[src/inc/frac_prescaler_pkg.sv]
// Purpose: Shared constants for the fractional baud prescaler.
// Assumes: 32-bit AXI4-Lite register bus, one aligned word per register.
// Notes: Control word is 16 bits wide; upper bus bits read as zero.
package frac_prescaler_pkg;
    // Register byte offsets.
    localparam logic [3:0] CTRL_OFFSET = 4'h0;
    localparam logic [3:0] MISC_OFFSET = 4'h4;
    localparam logic [3:0] STATUS_OFFSET = 4'h8;
    localparam int ADDR_WIDTH = 4;
    // Fields of the fractional prescaler control word.
    localparam int SRC_SEL_BIT = 15;
    localparam int TAP_MSB = 10;
    localparam int TAP_LSB = 8;
    localparam int STEP_MSB = 7;
    localparam int STEP_LSB = 0;
    localparam logic [2:0] TAP_DISABLED = 3'h7;
    localparam logic [15:0] CTRL_RESET = 16'h0700;
    // Fields of the miscellaneous control word.
    localparam int BIT_CLK_SRC_BIT = 14;
    localparam int BAUD_CLEAR_BIT = 11;
    localparam logic [15:0] MISC_RESET = 16'h0000;
    // Fields of the status word.
    localparam int STAT_FRAC_ON_BIT = 0;
    localparam int STAT_PIN_BIT = 1;
    localparam int STAT_CNT_LSB = 8;
    // Accumulator arithmetic, counted in 1/128 input clocks.
    localparam int ACC_WIDTH = 16;
    localparam logic [15:0] ACC_STEP = 16'h0080;
    localparam logic [15:0] RANGE_BASE = 16'h0100;
    localparam int GAP_WIDTH = 12;
    // AXI response codes.
    localparam logic [1:0] RESP_OKAY = 2'h0;
    localparam logic [1:0] RESP_SLVERR = 2'h2;
endpackage

[src/frac_divider.sv]
// Purpose: Accumulator-based non-integer clock divider producing an enable pulse.
// Assumes: Ratio is at least two, so pulses are never back to back.
// Notes: Any change of tap or step restarts the accumulator from zero.
`timescale 1ns/100ps
module frac_divider
    import frac_prescaler_pkg::*;
(
    input wire logic aclk,
    input wire logic aresetn,
    input wire logic clear,
    input wire logic [2:0] tap,
    input wire logic [7:0] step,
    output logic tick_reg
);
    logic [ACC_WIDTH-1:0] acc_reg;
    logic [ACC_WIDTH-1:0] limit;
    logic [ACC_WIDTH-1:0] acc_next;
    logic [10:0] cfg_reg;
    logic cfg_changed;
    logic enabled;
    logic [GAP_WIDTH-1:0] gap_reg;
    logic run_reg;

    // Limit is the whole ratio in 1/128 units: (256 + step) shifted by the tap.
    assign limit = (RANGE_BASE + {8'h00, step}) << tap;
    assign acc_next = acc_reg + ACC_STEP;
    assign enabled = (tap != TAP_DISABLED);
    assign cfg_changed = (cfg_reg != {tap, step});

    // Remember the setting so a rewrite cannot leave a stale, oversized remainder.
    always_ff @(posedge aclk)
    begin
        if (!aresetn)
            cfg_reg <= 11'h000;
        else
            cfg_reg <= {tap, step};
    end

    // The remainder carries over, so some periods are one clock longer.
    always_ff @(posedge aclk)
    begin
        if (!aresetn || clear || !enabled || cfg_changed)
        begin
            acc_reg <= '0;
            tick_reg <= 1'b0;
        end
        else if (acc_next >= limit)
        begin
            acc_reg <= acc_next - limit;
            tick_reg <= 1'b1;
        end
        else
        begin
            acc_reg <= acc_next;
            tick_reg <= 1'b0;
        end
    end

    // Helper: clocks since the last pulse, valid once a full period has run.
    always_ff @(posedge aclk)
    begin
        if (!aresetn || clear || !enabled || cfg_changed)
        begin
            gap_reg <= '0;
            run_reg <= 1'b0;
        end
        else if (tick_reg)
        begin
            gap_reg <= 12'h001;
            run_reg <= 1'b1;
        end
        else if (gap_reg != 12'hfff)
            gap_reg <= gap_reg + 12'h001;
    end

    a_clear_holds: assert property (@(posedge aclk) disable iff (!aresetn)
        clear |=> !tick_reg && acc_reg == '0)
        else $error("Prescaler ran while its counters were held clear.");
    a_disable_quiet: assert property (@(posedge aclk) disable iff (!aresetn)
        (tap == TAP_DISABLED) [*2] |-> !tick_reg)
        else $error("Prescaler pulsed while disabled.");
    a_period_ratio: assert property (@(posedge aclk) disable iff (!aresetn)
        (tick_reg && run_reg && !cfg_changed) |->
        ({4'h0, gap_reg} << 7) + 23'd128 > {7'h00, limit} &&
        ({4'h0, gap_reg} << 7) < {7'h00, limit} + 23'd128)
        else $error("Output period is not the floor or ceiling of the ratio.");
    a_range_floor: assert property (@(posedge aclk) disable iff (!aresetn)
        (tick_reg && run_reg && !cfg_changed) |->
        {4'h0, gap_reg} >= (16'h0002 << tap))
        else $error("Output period is below the range minimum.");
    a_no_double: assert property (@(posedge aclk) disable iff (!aresetn)
        tick_reg |=> !tick_reg)
        else $error("Prescaler pulsed on two adjacent clocks.");
endmodule

[src/uart_fractional_baud_prescaler.sv]
// Purpose: Fractional baud prescaler with source selects and AXI4-Lite registers.
// Assumes: Integer prescaler and baud divider tick on aclk, outside this block.
// Notes: The external bit clock pin is asynchronous and is resynchronised here.
// How it works
// - Bit 15 picks integer or fractional prescaler.
// - Tap code n: minimum 2^(n+1), step 2^(n-7).
// - Tap code all ones disables the prescaler.
// - Low byte is unsigned step count 0-255.
// - Ratio equals range minimum plus step times size.
// - Bit clock from generator or external pin.
// - Counter clear bit holds prescaler counters reset.
`timescale 1ns/100ps
module uart_fractional_baud_prescaler
    import frac_prescaler_pkg::*;
(
    input wire logic aclk,
    input wire logic aresetn,
    input wire logic [ADDR_WIDTH-1:0] s_axi_awaddr,
    input wire logic s_axi_awvalid,
    output logic s_axi_awready,
    input wire logic [31:0] s_axi_wdata,
    input wire logic [3:0] s_axi_wstrb,
    input wire logic s_axi_wvalid,
    output logic s_axi_wready,
    output logic [1:0] s_axi_bresp,
    output logic s_axi_bvalid,
    input wire logic s_axi_bready,
    input wire logic [ADDR_WIDTH-1:0] s_axi_araddr,
    input wire logic s_axi_arvalid,
    output logic s_axi_arready,
    output logic [31:0] s_axi_rdata,
    output logic [1:0] s_axi_rresp,
    output logic s_axi_rvalid,
    input wire logic s_axi_rready,
    input wire logic integer_prescaler_tick,
    input wire logic baud_generator_tick,
    input wire logic external_bit_clock_pin,
    output logic divider_clock_en,
    output logic bit_clock_en,
    output logic baud_counter_clear
);
    logic [15:0] ctrl_reg;
    logic [15:0] misc_reg;
    logic awready_reg;
    logic wready_reg;
    logic bvalid_reg;
    logic [1:0] bresp_reg;
    logic arready_reg;
    logic rvalid_reg;
    logic [1:0] rresp_reg;
    logic [31:0] rdata_reg;
    logic [31:0] rdata_next;
    logic rd_hit;
    logic wr_commit;
    logic div_en_reg;
    logic bit_en_reg;
    logic clear_reg;
    logic [2:0] pin_sync_reg;
    logic pin_level_reg;
    logic pin_rise;
    logic frac_tick;
    logic [7:0] tick_count_reg;
    logic src_sel;
    logic bit_src;
    logic clear_bit;

    assign src_sel = ctrl_reg[SRC_SEL_BIT];
    assign bit_src = misc_reg[BIT_CLK_SRC_BIT];
    assign clear_bit = misc_reg[BAUD_CLEAR_BIT];
    assign wr_commit = awready_reg && s_axi_awvalid && s_axi_wvalid;

    // Write channel: both address and data are taken on the same edge.
    always_ff @(posedge aclk)
    begin
        if (!aresetn)
        begin
            awready_reg <= 1'b0;
            wready_reg <= 1'b0;
        end
        else if (!awready_reg && !bvalid_reg && s_axi_awvalid && s_axi_wvalid)
        begin
            awready_reg <= 1'b1;
            wready_reg <= 1'b1;
        end
        else
        begin
            awready_reg <= 1'b0;
            wready_reg <= 1'b0;
        end
    end

    // Write response stands until the master accepts it.
    always_ff @(posedge aclk)
    begin
        if (!aresetn)
        begin
            bvalid_reg <= 1'b0;
            bresp_reg <= RESP_OKAY;
        end
        else if (wr_commit)
        begin
            bvalid_reg <= 1'b1;
            bresp_reg <= (s_axi_awaddr == CTRL_OFFSET || s_axi_awaddr == MISC_OFFSET
                || s_axi_awaddr == STATUS_OFFSET) ? RESP_OKAY : RESP_SLVERR;
        end
        else if (s_axi_bready)
            bvalid_reg <= 1'b0;
    end

    // Control word: reserved bits 14-11 are not stored and read as zero.
    always_ff @(posedge aclk)
    begin
        if (!aresetn)
            ctrl_reg <= CTRL_RESET;
        else if (wr_commit && s_axi_awaddr == CTRL_OFFSET)
        begin
            if (s_axi_wstrb[0])
                ctrl_reg[STEP_MSB:STEP_LSB] <= s_axi_wdata[STEP_MSB:STEP_LSB];
            if (s_axi_wstrb[1])
            begin
                ctrl_reg[SRC_SEL_BIT] <= s_axi_wdata[SRC_SEL_BIT];
                ctrl_reg[TAP_MSB:TAP_LSB] <= s_axi_wdata[TAP_MSB:TAP_LSB];
            end
        end
    end

    // Miscellaneous word keeps only the bit clock source and counter clear.
    always_ff @(posedge aclk)
    begin
        if (!aresetn)
            misc_reg <= MISC_RESET;
        else if (wr_commit && s_axi_awaddr == MISC_OFFSET && s_axi_wstrb[1])
        begin
            misc_reg[BIT_CLK_SRC_BIT] <= s_axi_wdata[BIT_CLK_SRC_BIT];
            misc_reg[BAUD_CLEAR_BIT] <= s_axi_wdata[BAUD_CLEAR_BIT];
        end
    end

    // Read data mux; the status word shows live prescaler state.
    always_comb
    begin
        rdata_next = 32'h0000_0000;
        rd_hit = 1'b1;
        unique case (s_axi_araddr)
            CTRL_OFFSET: rdata_next[15:0] = ctrl_reg;
            MISC_OFFSET: rdata_next[15:0] = misc_reg;
            STATUS_OFFSET:
            begin
                rdata_next[STAT_FRAC_ON_BIT] = (ctrl_reg[TAP_MSB:TAP_LSB] != TAP_DISABLED);
                rdata_next[STAT_PIN_BIT] = pin_level_reg;
                rdata_next[STAT_CNT_LSB +: 8] = tick_count_reg;
            end
            default: rd_hit = 1'b0;
        endcase
    end

    // Read channel: one-cycle address accept, data held until taken.
    always_ff @(posedge aclk)
    begin
        if (!aresetn)
        begin
            arready_reg <= 1'b0;
            rvalid_reg <= 1'b0;
            rdata_reg <= 32'h0000_0000;
            rresp_reg <= RESP_OKAY;
        end
        else
        begin
            arready_reg <= !arready_reg && !rvalid_reg && s_axi_arvalid;
            if (arready_reg && s_axi_arvalid)
            begin
                rvalid_reg <= 1'b1;
                rdata_reg <= rdata_next;
                rresp_reg <= rd_hit ? RESP_OKAY : RESP_SLVERR;
            end
            else if (s_axi_rready)
                rvalid_reg <= 1'b0;
        end
    end

    // Pin resynchroniser; a level counts only once stages two and three agree.
    always_ff @(posedge aclk)
    begin
        if (!aresetn)
        begin
            pin_sync_reg <= 3'h0;
            pin_level_reg <= 1'b0;
        end
        else
        begin
            pin_sync_reg <= {pin_sync_reg[1:0], external_bit_clock_pin};
            if (pin_sync_reg[1] == pin_sync_reg[2])
                pin_level_reg <= pin_sync_reg[2];
        end
    end
    assign pin_rise = (pin_sync_reg[1] == pin_sync_reg[2]) && pin_sync_reg[2] && !pin_level_reg;

    frac_divider u_frac_divider (
        .aclk(aclk),
        .aresetn(aresetn),
        .clear(clear_reg),
        .tap(ctrl_reg[TAP_MSB:TAP_LSB]),
        .step(ctrl_reg[STEP_MSB:STEP_LSB]),
        .tick_reg(frac_tick)
    );

    // Clock selects; registered so every output leaves a flip-flop.
    always_ff @(posedge aclk)
    begin
        if (!aresetn)
        begin
            div_en_reg <= 1'b0;
            bit_en_reg <= 1'b0;
            clear_reg <= 1'b0;
        end
        else
        begin
            div_en_reg <= src_sel ? frac_tick : integer_prescaler_tick;
            bit_en_reg <= bit_src ? pin_rise : baud_generator_tick;
            clear_reg <= clear_bit;
        end
    end

    // Wrapping count of fractional pulses, held at zero by the counter clear, visible for debug.
    always_ff @(posedge aclk)
    begin
        if (!aresetn || clear_reg)
            tick_count_reg <= 8'h00;
        else if (frac_tick)
            tick_count_reg <= tick_count_reg + 8'h01;
    end

    assign s_axi_awready = awready_reg;
    assign s_axi_wready = wready_reg;
    assign s_axi_bvalid = bvalid_reg;
    assign s_axi_bresp = bresp_reg;
    assign s_axi_arready = arready_reg;
    assign s_axi_rvalid = rvalid_reg;
    assign s_axi_rdata = rdata_reg;
    assign s_axi_rresp = rresp_reg;
    assign divider_clock_en = div_en_reg;
    assign bit_clock_en = bit_en_reg;
    assign baud_counter_clear = clear_reg;

    a_src_frac: assert property (@(posedge aclk) disable iff (!aresetn)
        src_sel |=> divider_clock_en == $past(frac_tick))
        else $error("Divider enable does not follow the fractional prescaler.");
    a_src_int: assert property (@(posedge aclk) disable iff (!aresetn)
        !src_sel |=> divider_clock_en == $past(integer_prescaler_tick))
        else $error("Divider enable does not follow the integer prescaler.");
    a_bitclk_gen: assert property (@(posedge aclk) disable iff (!aresetn)
        !bit_src && baud_generator_tick |=> bit_clock_en)
        else $error("Bit clock missed a baud generator pulse.");
    a_bitclk_pin: assert property (@(posedge aclk) disable iff (!aresetn)
        bit_src && !pin_level_reg ##1 (bit_src && pin_level_reg) |-> bit_clock_en)
        else $error("Bit clock missed a rising edge of the external pin.");
    // Four cycles: one to register the bit, one to clear the divider, one to drain the select.
    a_clear_path: assert property (@(posedge aclk) disable iff (!aresetn)
        (clear_bit && src_sel) [*4] |-> baud_counter_clear && !divider_clock_en)
        else $error("Counter clear did not reach the counters.");
    a_step_write: assert property (@(posedge aclk) disable iff (!aresetn)
        wr_commit && s_axi_awaddr == CTRL_OFFSET && s_axi_wstrb[0]
        |=> ctrl_reg[STEP_MSB:STEP_LSB] == $past(s_axi_wdata[STEP_MSB:STEP_LSB]))
        else $error("Step count write was not stored.");
endmodule

[config.mk]
export PLATFORM = sky130hd
export DESIGN_NAME = uart_fractional_baud_prescaler
export DESIGN_NICKNAME = d
export VERILOG_FILES = /design/src/inc/frac_prescaler_pkg.sv /design/src/frac_divider.sv /design/src/uart_fractional_baud_prescaler.sv
export SDC_FILE = /design/constraint.sdc
export NUM_CORES = 1
export LEC_CHECK = 0
export BUFFER_PORTS_ARGS = -buffer_cell sky130_fd_sc_hd__clkbuf_2
export CAP_MARGIN = 0
export CORE_MARGIN = 2
export CORE_UTILIZATION = 55
export CTS_CLUSTER_SIZE = 10
export DETAILED_ROUTE_END_ITERATION = 7
export GPL_TIMING_DRIVEN = 0
export PLACE_DENSITY = 0.83
export RECOVER_POWER = 100
export REMOVE_ABC_BUFFERS = 1
export SLEW_MARGIN = 20
export SYNTH_ARGS = -nofsm -noshare
export SYNTH_HDL_FRONTEND = slang
export SYNTH_SLANG_ARGS = --single-unit
[constraint.sdc]
create_clock -name aclk -period 5 [get_ports aclk]
set_clock_uncertainty 0.1 [all_clocks]
set_input_delay 0.75 -clock aclk [delete_from_list [all_inputs] [get_ports aclk]]
set_output_delay 0.75 -clock aclk [all_outputs]
set_load 0.005 [all_outputs]
# Word level (Yosys, flattened, before mapping)
# Cells that the tools add are included.
# op_classes
n_reduce_logical,32
n_eq_ne,7
muxes,15
order_cmp,1
n_shift,1
add_sub_neg,4
# ops
operator,n
$pmux W8 S3,1
$add A16 B8 Y16 const B,1
$ge A16 B16 Y1,1
$mux W16,1
$shl A16 B3 Y16,1
$sub A16 B16 Y16,1
$logic_and A1 B1 Y1,13
$ne A11 B11 Y1,1
$add A9 B8 Y10 const A,1
$mux W1,9
$add A8 B1 Y8 const B,1
$eq A4 B3 Y1 const B,2
$eq A4 B4 Y1 const B,2
$logic_not A4 Y1,2
$logic_not A1 Y1,7
$mux W6,1
$logic_or A1 B1 Y1,5
$mux W2,2
$pmux W2 S2,1
$reduce_and A2 Y1,2
$reduce_bool A2 Y1,2
$ne A3 B3 Y1 const B,1
$reduce_or A3 Y1,1
$eq A1 B1 Y1,1
# totals
regBits,81
out_inout_bits,44
wordCells,79
input_bits,54

# Longest topological paths before layout
# logic_depth
ltp_word,5
depth_mapped,14
ltp_nobuf,12

# Modules after synthesis
# From an unflattened synthesis, not the netlist that was laid out.
# unflattened
cells_unflattened,535
area_unflattened_um2,4596.9
# modules_own_cells
mod,cells_each,seq_area_each_um2,area_per_inst_um2,instances
frac_divider,299,560.5,2436.1,1
uart_fractional_baud_prescaler,236,1021.0,2160.8,1

# Worst setup path after synthesis
# No wires, ideal clock.
# synth_path
path_type,register -> register
startpoint,register ctrl_reg[9]
endpoint,register u_frac_divider.acc_reg[5]
path_stages_with_launch,13
arrival_time_ps,3071
period_less_slack_ps,3299
t_required_ps,4771
slack_ps,1701
setup_ps,129
n_path_buf,3
path_cell_list,dfxtp_1 -> buf_1 -> clkbuf_1 -> nor3_1 -> ha_1 -> fa_1 -> and2b_1 -> o22ai_1 -> a211o_1 -> a41oi_4 -> buf_8 -> mux2i_1 -> nor2_1
# synth_via
elab_chain_len,4
elab_cells_between_ends,9
cone_classes,add/sub (1); order compare (1); eq/ne (2); shift (1); mux (1); reduce/logical (3)
# synth_rtl
element,line,rtl
start: declaration,uart_fractional_baud_prescaler.sv:42,logic [15:0] ctrl_reg;
start signal: indexed assignment,uart_fractional_baud_prescaler.sv:118,ctrl_reg[STEP_MSB:STEP_LSB] <= s_axi_wdata[STEP_MSB:STEP_LSB];
start signal: indexed assignment,uart_fractional_baud_prescaler.sv:121,ctrl_reg[SRC_SEL_BIT] <= s_axi_wdata[SRC_SEL_BIT];
start signal: indexed assignment,uart_fractional_baud_prescaler.sv:122,ctrl_reg[TAP_MSB:TAP_LSB] <= s_axi_wdata[TAP_MSB:TAP_LSB];
"parallel branches: the longest is 4 deep, another holds $sub A16 B16 Y16",-,
end signal: assignment,frac_divider.sv:49,acc_reg <= acc_next - limit;
end signal: assignment,frac_divider.sv:54,acc_reg <= acc_next;
end: declaration,frac_divider.sv:15,logic [ACC_WIDTH-1:0] acc_reg;
# Parallel ways; which one is timed is not known.
# A chain may end at the register's enable or synchronous reset.

# Final worst setup path
# layout_path
startpoint,register ctrl_reg[8]
endpoint,register u_frac_divider.acc_reg[9]
# Same word-level chain as after synthesis.

==> run_results.csv <==
group,metric,value,unit
pwr,seq_power_share,56.1,%
pwr,p_switching,0.277,mW
logic_synthesis,synth_ff_type,"dfxtp_1",
layout,area_growth,7.76,%
timing,final.period_utilization,84.0,%
pwr,p_per_area,233,nW/um2
timing,timing.final.setup_violations,0,
clock_tree,cts_setup_buffers,0,
critical_path,rr_worst_depth,11,
logic_synthesis,synth_edf_count,0,
layout,final_util,60.1,%
floorplan,die_w,94.6,um
clock_tree,cts_buffer_depth,2,
global_route,grt_max_degree,56,
timing,fmaxAchievable,238,MHz
pwr,p_comb_share,4.4,%
timing,setup_tns,0,ns
outcome,status,"complete, but fails checks",
logic_synthesis,syn_area_per_cell,8.63,um2
critical_path,crit_start,"ctrl_reg[8]",
critical_path,r2r-start,"ctrl_reg[8]",
global_route,overflow,0,
logic_synthesis,syn_area,4510,um2
layout,fin_area,4860,um2
logic_synthesis,synthTopCellsByArea,"dfxtp_1 (35%), mux2i_1 (6.7%), ha_1 (5.3%), nand2_1 (3.6%), nor2b_1 (3.5%)",
critical_path,path_class,"reg2reg",
logic_synthesis,synth_common_cells,"dfxtp_1 (79), nand2_1 (43), nor2_1 (37)",
timing,fin_crit,4.20,ns
timing,rsz0062_at_grt,"no",
logic_synthesis,synth_top_area_share,35.0,%
logic_synthesis,syn_inst,523,
timing,tightest_slew,1.74,ns
critical_path,worstPathMaxFanout,26,
clock_tree,clock-sinks,79,
job,maxCapViolations,1,
logic_synthesis,ys_types,56,
pwr,p_leak,1.95,nW
detailed_routing,routed_via_density,5.51,
timing,final_max_slew_viol_count,56,
pwr,power.ir.vdd_worst,0.157,mV
clock_tree,hold_buffers,0,
timing,timing.final.ws_setup,0.798,ns
logic_synthesis,yosysWarningCount,0,
clock_tree,clk_latency,0.35,ns
timing,finalHoldViolCount,0,
outcome,violations,"max-capacitance violations, max-slew violations",
critical_path,end_kind,"flip-flop",
floorplan,core_area,8090,um2
critical_path,rrSetupSlack,0.80,ns
place,place_congestion,0.900,
place,dp_hpwl,6960,um
critical_path,reg2reg_to,"u_frac_divider.acc_reg[9]",
global_route,grt_pass1_wl,15000,um
place,pre_cts_ws,0.760,ns
pwr,total_power,1.13,mW
detailed_routing,routed_wl,9280,um
clock_tree,clk_pin_slew_worst_paths,0.09,ns
detailed_routing,vias,3712,
detailed_routing,drt_iter0_drc,211,
detailed_routing,drc,0,
floorplan,ioPinCount,98,
layout,finalNetCount,638,
detailed_routing,wire_per_inst,13.8,um
clock_tree,htree_num_levels,3,
global_route,antenna_found_initial,0,
floorplan,rows,33,
floorplan,fp.dieH,94.6,um
pwr,internal_power,0.858,mW
logic_synthesis,yosysSeqAreaShare,35.0,%
global_route,grt_pass1_vias,3253,
detailed_routing,firstDrtPassIters,5,
worst_hold_path,holdCritPathClass,"reg2reg",
floorplan,start_util,55.8,%
pwr,netSwitchingFraction,24.4,%
global_route,grt_usage,21.1,%
pwr,power_frac_clock,39.4,%
critical_path,crit_required,5.11,ns
clock_tree,numCtsBuffers,9,
logic_synthesis,synthArstFlopShare,0,%
worst_hold_path,hold-path-cell-count,1,
place,placed_cell_area,4740,um2
critical_path,cpPeakStageDelay,0.81,ns
critical_path,cp.arrival,4.31,ns
timing,max_slew_margin,-15.8,%
detailed_routing,ant_nets,0,
place,port_buffers,59,
logic_synthesis,synth_area_leader_cell,"dfxtp_1",
critical_path,cp-start-kind,"flip-flop",
critical_path,slowest_stage,"a41oi_4",
clock_tree,clock-root-buffer,"clkbuf_8",
clock_tree,tritoncts,"built",
layout,drive_gt1_share,12.0,%
critical_path,crit_chain,"clkinv_1 -> nand2_1 -> nor3_1 -> ha_1 -> fa_1 -> and2b_1 -> o22ai_1 -> a211o_1 -> a41oi_4 -> mux2i_1 -> nor2_1",
clock_tree,ctsResizeCount,0,
floorplan,die_area,8950,um2
logic_synthesis,ys_ff_latch,79,
critical_path,timing.critical_path.to,"u_frac_divider.acc_reg[9]",
layout,antenna_cells,0,
logic_synthesis,synth_most_common_cell,"dfxtp_1",
==> worst max-delay path, delay by kind of cell, from the launching register on <==
family / cells / cell delay, ns
muxes: 1 / 0.27
adders and majority gates: 2 / 0.66
DFF: 1 / 0.76
AOI/OAI and AO/OA: 3 / 1.31
and+or+nand+nor: 4 / 0.52
buffers and inverters: 1 / 0.40
==> metrics by stage <==
stage / hold WS [ns] / std cells
6_report: 0.346 / 674
2_1_floorplan: 0.312 / 494
5_1_grt: 0.356 / 674
4_1_cts: 0.351 / 674
3_3_place_gp: 0.318 / 658
3_5_place_dp: 0.330 / 658
==> power groups by stage <==
stage	Clock, mW	Sequential [mW]	Combinational (mW)
floorplan	0	0.652	0.0221
global placement	0	0.651	0.0493
detailed placement	0	0.652	0.0504
CTS	0.457	0.637	0.0505
global route	0.486	0.638	0.0561
finish	0.447	0.637	0.0501
==> layout make-up <==
| type | count | area (um2) |
|---|---|---|
| Multi-Input combinational cell | 408 | 2670 |
| Inverter | 7 | 26.3 |
| Timing Repair Buffer | 59 | 268 |
| Clock buffer | 10 | 138 |
| Sequential cell | 79 | 1580 |
| Clock inverter | 6 | 52.6 |
| Tap cell | 105 | 131 |
| Fill cell | 742 | 3230 |
==> worst min path at each step <==
stage | startpoint | end | slack (ns)
4_1_cts | pin_sync_reg[0] | pin_sync_reg[1] | 0.35
3_3_place_gp | pin_sync_reg[0] | pin_sync_reg[1] | 0.32
3_5_place_dp | pin_sync_reg[0] | pin_sync_reg[1] | 0.33
5_1_grt | pin_sync_reg[0] | pin_sync_reg[1] | 0.36
6_report | pin_sync_reg[0] | pin_sync_reg[1] | 0.35
2_1_floorplan | pin_sync_reg[0] | pin_sync_reg[1] | 0.31
==> metal layers <==
metal  vias up  global-route usage (%)  wire length [um]
met1      1712                    28.6              4230
li1       1891                       -                 -
met2        95                    34.2              4560
met3        14                    2.63               330
met5         -                       0                 0
met4         0                    8.33               159
==> cell families (layout without fill, tap and decap cells) <==
kind of cell / after synthesis / count (layout) / share of synthesized area, %
AND/OR/NAND/NOR: 202 / 202 / 23.1
AO/OA/AOI/OAI: 103 / 103 / 16.0
flip-flops: 79 / 79 / 35.0
buffers and inverters: 53 / 82 / 6.51
XOR/XNOR: 33 / 33 / 6.40
multiplexers: 32 / 32 / 7.15
adder cells (fa/ha/maj): 20 / 20 / 5.71
other: 1 / 18 / 0.0831
==> cells in the final DEF, fill, tap and decap left out, types with 16 or more instances in the layout <==
| cell | netlist | final |
|---|---|---|
| clkbuf_1 | 20 | 22 |
| clkbuf_2 | 0 | 37 |
| xnor2_1 | 17 | 17 |
| xor2_1 | 16 | 16 |
| o21ai_0 | 18 | 18 |
| a21oi_1 | 26 | 26 |
| nor2b_1 | 25 | 25 |
| ha_1 | 19 | 19 |
| nand3_1 | 22 | 22 |
| conb_1 | 1 | 18 |
| dfxtp_1 | 79 | 79 |
| nand2_1 | 43 | 43 |
| mux2i_1 | 30 | 30 |
| nor2_1 | 37 | 37 |
(Power assumes the default switching activity.)
